==> src/design/eco_pkg.sv <==
package eco_pkg;
  // ==========================================================
  // Sizes
  localparam int          NUM_CH      = 8;
  localparam int          ADDR_W      = 8;
  localparam int          IDX_W       = 16;
  localparam int          SUB_W       = 8;
  localparam int          SLOT_W      = 8;

  // ==========================================================
  // Process image map
  localparam logic [7:0]  OUT_OFFSET  = 8'h00;
  localparam logic [7:0]  OUT_RESET   = 8'h00;

  // ==========================================================
  // Field-bus object addressing
  localparam logic [15:0] CO_INDEX    = 16'h6200;
  localparam logic [15:0] EC_BASE     = 16'h7000;
  localparam logic [7:0]  SUB_FIRST   = 8'h01;
  localparam logic [7:0]  SUB_LAST    = 8'h08;

  // ==========================================================
  // Status inputs, bit positions in the synchronised vector
  localparam int          ST_W        = 4;
  localparam int          ST_BUS_OK   = 0;
  localparam int          ST_FAULT    = 1;
  localparam int          ST_PWR_FAIL = 2;
  localparam int          ST_CFG_ERR  = 3;
  localparam logic [3:0]  ST_RESET    = 4'h0;

  // ==========================================================
  // Timing
  localparam longint      CLK_HZ      = 100_000_000;
  localparam longint      BLINK_HZ    = 2;
  localparam int          BLINK_HALF  = int'(CLK_HZ / (2 * BLINK_HZ));
endpackage : eco_pkg

==> src/design/eco_top.sv <==
`timescale 1ns/1ps
module eco_top
  import eco_pkg::*;
#(
  parameter int BLINK_HALF_CYC = eco_pkg::BLINK_HALF
) (
  // Clock and reset
  input  wire logic                        i_mclk,
  input  wire logic                        i_srst,
  // Process image write
  input  wire logic                        i_pa_wr,
  input  wire logic [eco_pkg::ADDR_W-1:0]  i_pa_addr,
  input  wire logic [eco_pkg::NUM_CH-1:0]  i_pa_data,
  // CANopen object write
  input  wire logic                        i_co_wr,
  input  wire logic [eco_pkg::IDX_W-1:0]   i_canopen_object_index,
  input  wire logic [eco_pkg::SUB_W-1:0]   i_co_subindex,
  input  wire logic                        i_co_bit,
  // EtherCAT object write
  input  wire logic                        i_ec_wr,
  input  wire logic [eco_pkg::SLOT_W-1:0]  i_ec_slot,
  input  wire logic [eco_pkg::IDX_W-1:0]   i_ec_index,
  input  wire logic [eco_pkg::SUB_W-1:0]   i_ethercat_object_subindex,
  input  wire logic                        i_ec_bit,
  // Module status pins
  input  wire logic                        i_bus_ok,
  input  wire logic                        i_out_fault,
  input  wire logic                        i_bus_pwr_fail,
  input  wire logic                        i_cfg_err,
  // Channel outputs and lamps
  output logic      [eco_pkg::NUM_CH-1:0]  o_output_image_byte,
  output logic      [eco_pkg::NUM_CH-1:0]  o_chan_lamp,
  output logic                             o_run_lamp,
  output logic                             o_module_fault_lamp
);
  import eco_pkg::*;

  localparam int CNT_W = $clog2(BLINK_HALF_CYC + 1);
  localparam logic [CNT_W-1:0] CNT_LAST = CNT_W'(BLINK_HALF_CYC - 1);
  localparam logic [CNT_W-1:0] CNT_ZERO = '0;

  // ==========================================================
  // Status pin synchronisers
  logic [ST_W-1:0] s1_r, s2_r, s3_r, st_r;
  logic [ST_W-1:0] s1_nxt, s2_nxt, s3_nxt, st_nxt;

  always_comb begin
    s1_nxt = {i_cfg_err, i_bus_pwr_fail, i_out_fault, i_bus_ok};
    s2_nxt = s1_r;
    s3_nxt = s2_r;
    st_nxt = st_r;
    // A bit counts only once the second and third stage agree
    for (int i = 0; i < ST_W; i++) begin
      if (s2_r[i] == s3_r[i]) begin
        st_nxt[i] = s3_r[i];
      end
    end
  end

  always_ff @(posedge i_mclk) begin
    if (i_srst) begin
      s1_r <= ST_RESET;
      s2_r <= ST_RESET;
      s3_r <= ST_RESET;
      st_r <= ST_RESET;
    end else begin
      s1_r <= s1_nxt;
      s2_r <= s2_nxt;
      s3_r <= s3_nxt;
      st_r <= st_nxt;
    end
  end

  wire logic bus_ok   = st_r[ST_BUS_OK];
  wire logic fault    = st_r[ST_FAULT];
  wire logic pwr_fail = st_r[ST_PWR_FAIL];
  wire logic cfg_err  = st_r[ST_CFG_ERR];

  // ==========================================================
  // Output image
  logic [NUM_CH-1:0] out_r, out_nxt;

  function automatic logic sub_ok(input logic [SUB_W-1:0] sub);
    sub_ok = (sub >= SUB_FIRST) && (sub <= SUB_LAST);
  endfunction : sub_ok

  wire logic [IDX_W-1:0] ec_index = IDX_W'(EC_BASE + {8'h00, i_ec_slot});
  wire logic pa_hit = i_pa_wr && (i_pa_addr == OUT_OFFSET);
  wire logic co_hit = i_co_wr && (i_canopen_object_index == CO_INDEX)
                      && sub_ok(i_co_subindex);
  wire logic ec_hit = i_ec_wr && (i_ec_index == ec_index)
                      && sub_ok(i_ethercat_object_subindex);
  wire logic [2:0] co_ch = 3'(i_co_subindex - SUB_FIRST);
  wire logic [2:0] ec_ch = 3'(i_ethercat_object_subindex - SUB_FIRST);

  // Whole-byte write wins over single-bit object writes in one cycle
  always_comb begin
    out_nxt = out_r;
    if (pa_hit) begin
      out_nxt = i_pa_data;
    end else begin
      if (co_hit) begin
        out_nxt[co_ch] = i_co_bit;
      end
      if (ec_hit) begin
        out_nxt[ec_ch] = i_ec_bit;
      end
    end
  end

  // No read path exists at all, so nothing leaks back to the head
  always_ff @(posedge i_mclk) begin
    if (i_srst) begin
      out_r <= OUT_RESET;
    end else begin
      out_r <= out_nxt;
    end
  end

  // ==========================================================
  // Blink timer, restarted so each error begins with a full lit phase
  logic [CNT_W-1:0] cnt_r, cnt_nxt;
  logic             blink_r, blink_nxt;

  always_comb begin
    cnt_nxt   = CNT_ZERO;
    blink_nxt = 1'b1;
    if (cfg_err) begin
      cnt_nxt   = (cnt_r == CNT_LAST) ? CNT_ZERO : cnt_r + 1'b1;
      blink_nxt = (cnt_r == CNT_LAST) ? ~blink_r : blink_r;
    end
  end

  always_ff @(posedge i_mclk) begin
    if (i_srst) begin
      cnt_r   <= CNT_ZERO;
      blink_r <= 1'b1;
    end else begin
      cnt_r   <= cnt_nxt;
      blink_r <= blink_nxt;
    end
  end

  // ==========================================================
  // Lamps and pins, all registered
  logic run_nxt, flt_lamp_nxt;

  // Power failure outranks everything, so a dead supply never shows a fault
  always_comb begin
    run_nxt = bus_ok && !pwr_fail;
    if (pwr_fail) begin
      flt_lamp_nxt = 1'b0;
    end else if (cfg_err) begin
      flt_lamp_nxt = blink_r;
    end else begin
      flt_lamp_nxt = fault;
    end
  end

  always_ff @(posedge i_mclk) begin
    if (i_srst) begin
      o_output_image_byte <= OUT_RESET;
      o_chan_lamp         <= OUT_RESET;
      o_run_lamp          <= 1'b0;
      o_module_fault_lamp <= 1'b0;
    end else begin
      o_output_image_byte <= out_nxt;
      o_chan_lamp         <= out_nxt;
      o_run_lamp          <= run_nxt;
      o_module_fault_lamp <= flt_lamp_nxt;
    end
  end
endmodule : eco_top

==> config.mk <==
export PLATFORM = sky130hd
export DESIGN_NAME = eco_top
export DESIGN_NICKNAME = d
export VERILOG_FILES = /design/src/design/eco_pkg.sv /design/src/design/eco_top.sv
export SDC_FILE = /design/constraint.sdc
export NUM_CORES = 1
export LEC_CHECK = 0
export BUFFER_PORTS_ARGS = -buffer_cell sky130_fd_sc_hd__buf_2
export CAP_MARGIN = 20
export CORE_AREA = 2 2 64 111
export CTS_BUF_LIST = sky130_fd_sc_hd__clkbuf_16
export DETAILED_ROUTE_END_ITERATION = 10
export DIE_AREA = 0 0 66 113
export PLACE_DENSITY = 0.71
export SLEW_MARGIN = 10
export SYNTH_ARGS = -nofsm -noshare
export SYNTH_HDL_FRONTEND = slang
export SYNTH_SLANG_ARGS = --single-unit
==> constraint.sdc <==
create_clock -name i_mclk -period 2.9 [get_ports i_mclk]
set_input_delay 0.58 -clock i_mclk [delete_from_list [all_inputs] [get_ports i_mclk]]
set_output_delay 0.58 -clock i_mclk [all_outputs]
set_load 0.05 [all_outputs]
==> results of run 1 <==
kinds of logic after synthesis:
kind of cell	count (synthesis)	share of synthesized area (%)
flip-flops	52	36.48
buffers and inverters	39	6.576
AND/OR/NAND/NOR	156	31.70
XOR/XNOR	36	11.05
multiplexers	1	0.3507
AO/OA/AOI/OAI	43	10.78
adder cells (fa/ha/maj)	7	3.069
worst register-to-register path: stages (launching register included):
cell and delay [ns]:
dfxtp_1 0.37, nand2_1 0.13, or3_1 0.45, nor4_2 0.26, or3b_2 0.54, nor2_1 0.11
power groups by stage:
stage / sequential (mW) / combinational (mW) / clock [mW]
finish: 0.723 / 0.151 / 0.602
global route: 0.724 / 0.168 / 0.653
CTS: 0.723 / 0.151 / 0.618
detailed placement: 0.740 / 0.151 / 0
global placement: 0.739 / 0.147 / 0
floorplan: 0.740 / 0.0696 / 0
final cells by class:
cell class / instances / area share (%)
clock buffers: 5 / 3.544
clock inverters: 3 / 0.7796
inverters: 19 / 2.020
flip-flops and latches: 52 / 29.48
well taps: 82 / 2.906
multi-input cells: 243 / 46.03
repair buffers: 105 / 15.24
through the flow:
| stage | cells | util (%) | area [um2] | worst slack [ns] |
|---|---|---|---|---|
| 3_3_place_gp | 501 | 51.66 | 3378 | 0.5508 |
| 6_report | 509 | 54.00 | 3531 | 0.7794 |
| 3_5_place_dp | 501 | 51.66 | 3378 | 0.4996 |
| 2_1_floorplan | 334 | - | 2854 | 0.7493 |
| 5_1_grt | 509 | 54.00 | 3531 | 0.6188 |
| 4_1_cts | 509 | 54.00 | 3531 | 0.8033 |
state kept, by name (all words and copies together) (netlist names):
signal               flops
s1_r                     4
s3_r                     4
o_module_fault_lamp      1
st_r                     4
o_run_lamp               1
o_chan_lamp              8
s2_r                     4
blink_r                  1
cnt_r                   25
metal layers:
layer / GRT usage, % / up-vias
met1: 19.80 / 1228
met4: 9.932 / 0
met3: 3.181 / 19
met2: 37.58 / 92
li1: - / 1358
met5: 0 / -
worst min-delay path by stage:
stage	slack (ns)	depth (start not counted)	endpoint
6_report	0.44	1	s2_r[2]
5_1_grt	0.46	1	s2_r[2]
4_1_cts	0.44	1	s2_r[2]
3_5_place_dp	0.42	1	s2_r[2]
3_3_place_gp	0.42	1	s2_r[2]
2_1_floorplan	0.41	1	s2_r[0]
cells in the mapped netlist (6+ instances only):
| master | count |
|---|---|
| a211oi_1 | 8 |
| o21ai_1 | 8 |
| nand3_1 | 6 |
| nor2_1 | 36 |
| dfxtp_1 | 52 |
| o41ai_1 | 8 |
| inv_1 | 19 |
| xnor2_1 | 21 |
| xor2_1 | 15 |
| nand4_1 | 16 |
| nor4b_1 | 6 |
| nor4_1 | 10 |
| ha_1 | 7 |
| a41oi_1 | 8 |
| nor2b_1 | 20 |
| nand2_1 | 24 |
| buf_4 | 8 |
==> results.json, run 1 <==
{
  "pin_count": 101,
  "drt-met1-wl_mm": 2.528,
  "design.core.area_mm2": 0.006539,
  "grt_use_total_pct": 19.75,
  "synth_area_per_cell_um2": 8.545,
  "critPathTopFamily": "simple AND/OR/NAND/NOR gates",
  "timing.rr.start": "cnt_r[18]",
  "ir_worst_vdd_mv": 0.2892,
  "total_power_mw": 1.475,
  "cp.arrival_ns": 2.35,
  "synth_edf_count": 0,
  "crit_cells": 9,
  "reg2reg_setup_slack_ns": 0.90,
  "routed-wl-met3_um": 322,
  "status": "completed",
  "root_buffer": "clkbuf_16",
  "ant_nets": 0,
  "post-cts-setup-buffers": 0,
  "drt-pass1-iter-count": 4,
  "met2_length_mm": 3.735,
  "dp_hpwl_mm": 5.538,
  "path_cells": "buf_2, inv_1, ha_1, xor2_1, buf_4, nand3_1, nor3_1, a211oi_1, o21ai_1",
  "final_cell_mix": "buf_2 (100), dfxtp_1 (52), nor2_1 (36)",
  "leakagePower_nw": 1.332,
  "syn_inst": 334,
  "hp-class": "flip-flop to flip-flop",
  "port_buffers": 100,
  "worstSetupPathType": "input port to flip-flop",
  "overflow": 0,
  "yosys-top-cells-area": "dfxtp_1 (36%), xnor2_1 (6.4%), nor2_1 (4.7%)",
  "p_switching_mw": 0.3518,
  "clk_pin_slew_ns": 0.07,
  "final_common_cell": "buf_2",
  "period_minus_slack_ns": 2.121,
  "nFillCells": 646,
  "ys_warn_count": 0,
  "fin_skew_ns": 0.007510,
  "critPathMaxFanout": 6,
  "fp.dieArea_mm2": 0.007458,
  "via_per_inst": 5.299,
  "async_flop_share_pct": 0,
  "yosysUniqueCellTypes": 45,
  "drc": 0,
  "synth_fp_nets": 424,
  "critPathMaxStageDelay_ns": 0.58,
  "post_cts_resized": 0,
  "n_antenna_cell": 0,
  "fin_tns_setup_ns": 0,
  "ctsHoldBuffers": 0,
  "area_growth_syn_to_layout_pct": 23.72,
  "seqPwrFrac_pct": 49.0,
  "wirelength_mm": 6.841,
  "initial_utilization_pct": 43.65,
  "crit_end": "o_chan_lamp[7]",
  "swShare_pct": 23.85,
  "ff_latch_area_mm2": 0.001041,
  "synth.top_cell.area_share_pct": 36.48,
  "worst_slew_pin_slew_ns": 0.7202,
  "endpoint_kind": "flip-flop",
  "drt-initial-drc-count": 77,
  "grt_pass1_wl_mm": 11.74,
  "multiInputGateArea_mm2": 0.001625,
  "slowest_stage": "nor3_1",
  "rr_worst_depth": 5,
  "h-tree-depth": 2,
  "wl_per_cell_um": 13.44,
  "path_buf_inv": 3,
  "clock_power_share_pct": 40.8,
  "grt_max_degree": 26,
  "finalSetupViolations": 0,
  "layout-drive-gt1-share_pct": 29.51,
  "combPwrFrac_pct": 10.2,
  "cts_inserted_buffers": 5,
  "cts_max_path_buffers": 2,
  "antenna_found_initial": 0,
  "yosysSeqAreaShare_pct": 36.48,
  "nNetsFinal": 516,
  "ys_seq_elements": 52,
  "top_layer": "met4",
  "tritoncts": "done",
  "hold_violations": 0,
  "cell_internal_pwr_mw": 1.123,
  "slew_headroom_pct": 51.62,
  "max_clock_freq_mhz": 471.6,
  "rows": 39,
  "rsz0062_at_grt": "false",
  "critPathRequiredTime_ns": 3.13,
  "cts.sinks": 52,
  "hold_slack_ns": 0.4378,
  "reg2reg_to": "cnt_r[15]",
  "die_h_um": 113,
  "clk-insertion-delay-late_ns": 0.29,
  "worstHoldStart": "s1_r[2]",
  "die_w_um": 66,
  "vias": 2697,
  "grt_pass1_vias": 2753,
  "drv_slew": 0,
  "synth_area_mm2": 0.002854,
  "critPathLaunchType": "input port",
  "drv_cap": 0,
  "gp_congestion": 0.9043,
  "synth_top_cell_by_area": "dfxtp_1",
  "fin_crit_sh_pct": 73.12,
  "synth_flop_cell": "dfxtp_1",
  "cp-startpoint": "i_co_subindex[0]",
  "powerDensity_mw_per_mm2": 417.8
}
No activity file was read; power rests on OpenSTA's default activity.
==> run 2, diff against run 1 <==
- PLACE_DENSITY: 0.71 -> 0.74
- clock period: 2.9 -> 1.7 ns (I/O delays scaled with it)
==> run 2 against run 1 <==
- hold slack got worse by 0.20 ns
- global-route usage grew 2.1 points
- the flow now finishes with violations (negative setup slack)
- critical endpoint is now o_chan_lamp[6]
- largest power group unchanged
- critical path depth is the same
- largest cell class unchanged
==> results.json, run 2 (synthesized netlist as in run 1, its figures left out) <==
{
  "final_util_pct": 65.33,
  "top_regs": "cnt_r x25, o_chan_lamp x8",
  "ff_latch_area_mm2": 0.001059,
  "nFillCells": 525,
  "ant_nets": 0,
  "met2_length_mm": 4.602,
  "antenna_found_initial": 0,
  "final_common_cell": "buf_2",
  "leakagePower_nw": 1.685,
  "n_antenna_cell": 0,
  "pin_count": 101,
  "final_cell_mix": "buf_2 (99), dfxtp_1 (42), buf_4 (42)",
  "die_w_um": 66,
  "clk-insertion-delay-late_ns": 0.30,
  "critPathMaxFanout": 8,
  "combPwrFrac_pct": 13.3,
  "multiInputGateArea_mm2": 0.001986,
  "critPathRequiredTime_ns": 1.89,
  "max_clock_freq_mhz": 587.5,
  "root_buffer": "clkbuf_16",
  "worst_slew_pin_slew_ns": 0.8004,
  "wl_per_cell_um": 15.05,
  "gp_congestion": 0.9036,
  "fin_skew_ns": 0.005488,
  "tritoncts": "done",
  "fp.dieArea_mm2": 0.007458,
  "hold_slack_ns": 0.2425,
  "hp-class": "input port to flip-flop",
  "area_growth_syn_to_layout_pct": 49.67,
  "routed-wl-met3_um": 486,
  "clock_power_share_pct": 39.8,
  "powerDensity_mw_per_mm2": 614.9,
  "cp.arrival_ns": 1.89,
  "design.core.area_mm2": 0.006539,
  "layout-drive-gt1-share_pct": 47.75,
  "nNetsFinal": 556,
  "drv_slew": 0,
  "endpoint_kind": "flip-flop",
  "hold_violations": 0,
  "wirelength_mm": 8.263,
  "die_h_um": 113,
  "grt_use_total_pct": 21.81,
  "rows": 39,
  "status": "finished, violations left",
  "period_minus_slack_ns": 1.702,
  "grt_max_degree": 22,
  "critPathLaunchType": "input port",
  "drv_cap": 0,
  "drt-initial-drc-count": 116,
  "fin_tns_setup_ns": -0.002059,
  "port_buffers": 100,
  "via_per_inst": 5.375,
  "initial_utilization_pct": 43.65,
  "drc": 0,
  "violations": "negative setup slack",
  "seqPwrFrac_pct": 46.8,
  "finalSetupViolations": 1,
  "cell_internal_pwr_mw": 1.960,
  "drt-met1-wl_mm": 2.884,
  "grt_pass1_vias": 2816,
  "cts.sinks": 52,
  "fin_crit_sh_pct": 100.1,
  "grt_pass1_wl_mm": 12.46,
  "top_register": "cnt_r",
  "worst_slack_ns": -0.002059,
  "dp_hpwl_mm": 6.523,
  "drt-pass1-iter-count": 4,
  "ir_worst_vdd_mv": 0.5662,
  "largest_register_ffs": 25,
  "slew_headroom_pct": 46.53,
  "swShare_pct": 25.39,
  "vias": 2951,
  "worstSetupPathType": "input port to flip-flop",
  "overflow": 0,
  "clk_pin_slew_ns": 0.07,
  "cts_inserted_buffers": 5,
  "top_layer": "met4",
  "cts_max_path_buffers": 2,
  "p_switching_mw": 0.6670,
  "h-tree-depth": 2,
  "rsz0062_at_grt": "true"
}
==> run 2: cell count changes in the layout (fill, tap and decap cells not counted), moves of 8 or more <==
cell | before | now
buf_4 | 5 | 42
dfxtp_1 | 52 | 42
a41oi_1 | 8 | 0
a41oi_2 | 0 | 8
dfxtp_2 | 0 | 8
o41ai_1 | 8 | 0
o41ai_2 | 0 | 8
==> run 2: worst max-delay path: stages <==
cell and delay [ns]:
buf_2 0.13, inv_2 0.09, buf_4 0.11, ha_1 0.18, nor2b_2 0.18, o2111a_2 0.36
a41oi_2 0.15, a211oi_1 0.25, o21ai_1 0.08
==> run 2: power by group through the flow <==
stage	Clock, mW	Combinational [mW]	Sequential (mW)
after floorplan	0	0.152	1.26
after global placement	0	0.330	1.26
after detailed placement	0	0.341	1.26
after CTS	1.07	0.345	1.23
after global routing	1.11	0.374	1.23
final	1.05	0.350	1.23
==> run 2: per-stage QoR <==
stage                     power [mW]  setup WS, ns  std cells  cell area (um2)
after global routing           2.714      -0.02850        549             4272
final                          2.627     -0.002059        549             4272
after detailed placement       1.603       -0.4221        538             3968
after floorplan                1.414      -0.03688        334             3176
after global placement         1.592       -0.3570        538             3968
after CTS                      2.649     -0.008017        547             4156
==> run 2: repair_timing <==
action                     CTS  global route
setup endpoints to repair   13            33
setup buffers                1             2
resized for setup            7            24
hold buffers                 0             0
pin swaps                    4             7
==> run 2: final cells by class <==
type                    instances  share of cell area, %
well taps                      82                  2.402
flip-flops and latches         52                  24.78
multi-input cells             243                  46.48
clock buffers                   5                  2.929
clock inverters                 3                 0.6444
inverters                      19                  2.314
repair buffers                145                  20.45
==> run 2: layer usage <==
| layer | track usage, % | vias up |
|---|---|---|
| li1 | - | 1435 |
| met1 | 19.88 | 1375 |
| met2 | 43.70 | 116 |
| met3 | 4.473 | 25 |
| met4 | 9.524 | 0 |
| met5 | 0 | - |
==> run 2: worst paths after layout <==
path                          from             end  slack (ns)  cells after the start
hold / removal        i_pa_data[4]  o_chan_lamp[4]        0.24                      3
setup reg to reg          cnt_r[7]       cnt_r[21]        0.01                      5
hold reg to reg            s1_r[1]         s2_r[1]        0.44                      1
setup / recovery  i_co_subindex[0]  o_chan_lamp[6]      -0.002                      9
==> run 3, diff against run 2 <==
- BUFFER_PORTS_ARGS: -buffer_cell sky130_fd_sc_hd__buf_2 -> -buffer_cell sky130_fd_sc_hd__buf_4
==> run 3 against run 2 <==
- the run still ends with negative setup slack left
- combinational power up 14%
- die area unchanged
- clock skew down 0.0020 ns
- sequential share of layout area down 1.6 points
- design area up 6.7%
- critical path type unchanged
==> results.json, run 3 (synthesized netlist as in run 1, its figures left out) <==
{
  "fin_crit_sh_pct": 100.5,
  "slew_headroom_pct": 46.74,
  "finalSetupViolations": 2,
  "root_buffer": "clkbuf_16",
  "drv_slew": 0,
  "cts.sinks": 52,
  "powerDensity_mw_per_mm2": 583.0,
  "cts_inserted_buffers": 5,
  "clk-insertion-delay-late_ns": 0.29,
  "port_buffers": 100,
  "top_register": "cnt_r",
  "violations": "negative setup slack",
  "antenna_found_initial": 0,
  "final_util_pct": 69.71,
  "drv_cap": 0,
  "final_common_cell": "buf_4",
  "grt_pass1_vias": 2961,
  "worst_slew_pin_slew_ns": 0.7973,
  "critPathRequiredTime_ns": 1.87,
  "grt_use_total_pct": 22.13,
  "ant_nets": 0,
  "area_growth_syn_to_layout_pct": 59.71,
  "h-tree-depth": 2,
  "drc": 0,
  "clk_pin_slew_ns": 0.07,
  "tritoncts": "done",
  "fin_area_mm2": 0.004558,
  "cts_max_path_buffers": 2,
  "cp.arrival_ns": 1.88,
  "critPathLaunchType": "input port",
  "max_clock_freq_mhz": 585.5,
  "grt_pass1_wl_mm": 12.87,
  "period_minus_slack_ns": 1.708,
  "n_antenna_cell": 0,
  "die_h_um": 113,
  "final_cell_mix": "buf_4 (135), dfxtp_1 (39), nor2_1 (35)",
  "pin_count": 101,
  "status": "finished, violations left",
  "via_per_inst": 5.444,
  "ctsHoldBuffers": 0,
  "fp.dieArea_mm2": 0.007458,
  "drt-pass1-iter-count": 4,
  "rows": 39,
  "nNetsFinal": 552,
  "nFillCells": 514,
  "grt_max_degree": 26,
  "initial_utilization_pct": 43.65,
  "gp_congestion": 0.8799,
  "placed_cell_area_mm2": 0.004208,
  "vias": 2967,
  "fin_skew_ns": 0.003465,
  "top_regs": "cnt_r x25, o_chan_lamp x8",
  "worst_slack_ns": -0.007843,
  "wirelength_mm": 8.834,
  "dp_hpwl_mm": 6.653,
  "design.core.area_mm2": 0.006539,
  "hold_violations": 0,
  "critPathMaxFanout": 8,
  "rsz0062_at_grt": "true",
  "largest_register_ffs": 25,
  "hp-class": "input port to flip-flop",
  "endpoint_kind": "flip-flop",
  "drt-initial-drc-count": 82,
  "wl_per_cell_um": 16.21,
  "worstSetupPathType": "input port to flip-flop",
  "layout-drive-gt1-share_pct": 49.46,
  "ir_worst_vdd_mv": 0.6426,
  "leakagePower_nw": 1.747,
  "overflow": 0,
  "die_w_um": 66
}
-- run 3: changes by cell type in the layout (fill, tap and decap cells not counted), sizes merged --
cell,change
clkinvlp,+1
clkbuf,+1
clkinv,-1
buf,-5
-- run 3: path summary, 6_finish.rpt --
path,depth (start not counted),slack (ns),end,from
worst max-delay path,9,-0.008,o_chan_lamp[5],i_co_subindex[0]
worst min-delay path,2,0.26,s1_r[3],i_cfg_err
worst max register to register,7,0,cnt_r[16],cnt_r[8]
worst min register to register,1,0.44,cnt_r[0],cnt_r[0]
-- run 3: where the power goes --
group	switching [mW]	total, mW	internal [mW]	leakage (nW)
Combinational	0.176	0.400	0.225	1.25
Clock	0.468	1.02	0.556	0.0680
Sequential	0.00471	1.23	1.23	0.428
-- run 3: critical path: stages --
cell and delay (ns):
buf_4 0.13, inv_2 0.07, buf_4 0.11, ha_1 0.19
nor2b_4 0.16, o2111a_2 0.38, a41oi_2 0.17, a211oi_1 0.24
o21ai_1 0.09
-- run 3: timing repair --
| item | in CTS | in global routing |
|---|---|---|
| setup buffers | 0 | 1 |
| pin swaps | 4 | 10 |
| gates cloned | 0 | 2 |
| setup endpoints to repair | 16 | 34 |
| gates resized for setup | 4 | 33 |
-- run 3: layer usage --
metal,track usage (%),wire length [um],part of all wire (%),up-vias
li1,-,-,-,1427
met1,20.50,2881,33,1382
met2,45.52,5064,57,129
met3,3.579,575,6.5,29
met4,7.891,312,3.5,0
met5,0,0,0,-
-- run 3: cell type report --
cell class	instances	area [um2]	share of cell area, %
Clock buffer	5	125.1	2.745
Sequential cell	52	1057	23.20
Tap cell	82	102.6	2.251
Timing Repair Buffer	141	1121	24.60
Clock inverter	3	26.28	0.5764
Inverter	19	98.84	2.169
Multi-Input combinational cell	243	2027	44.47
-- run 3: metrics by stage --
| step | worst slack (ns) | TNS [ns] | hold WS, ns | power (mW) | cells |
|---|---|---|---|---|---|
| after floorplan | -0.03688 | -0.2317 | 0.4138 | 1.414 | 334 |
| after global placement | -0.3732 | -2.856 | 0.4157 | 1.640 | 535 |
| after detailed placement | -0.4267 | -3.286 | 0.4340 | 1.648 | 535 |
| after CTS | -0.1555 | -1.071 | 0.2534 | 2.659 | 543 |
| after global routing | -0.06894 | -1.776 | 0.2580 | 2.746 | 545 |
| final | -0.007843 | -0.008053 | 0.2551 | 2.658 | 545 |
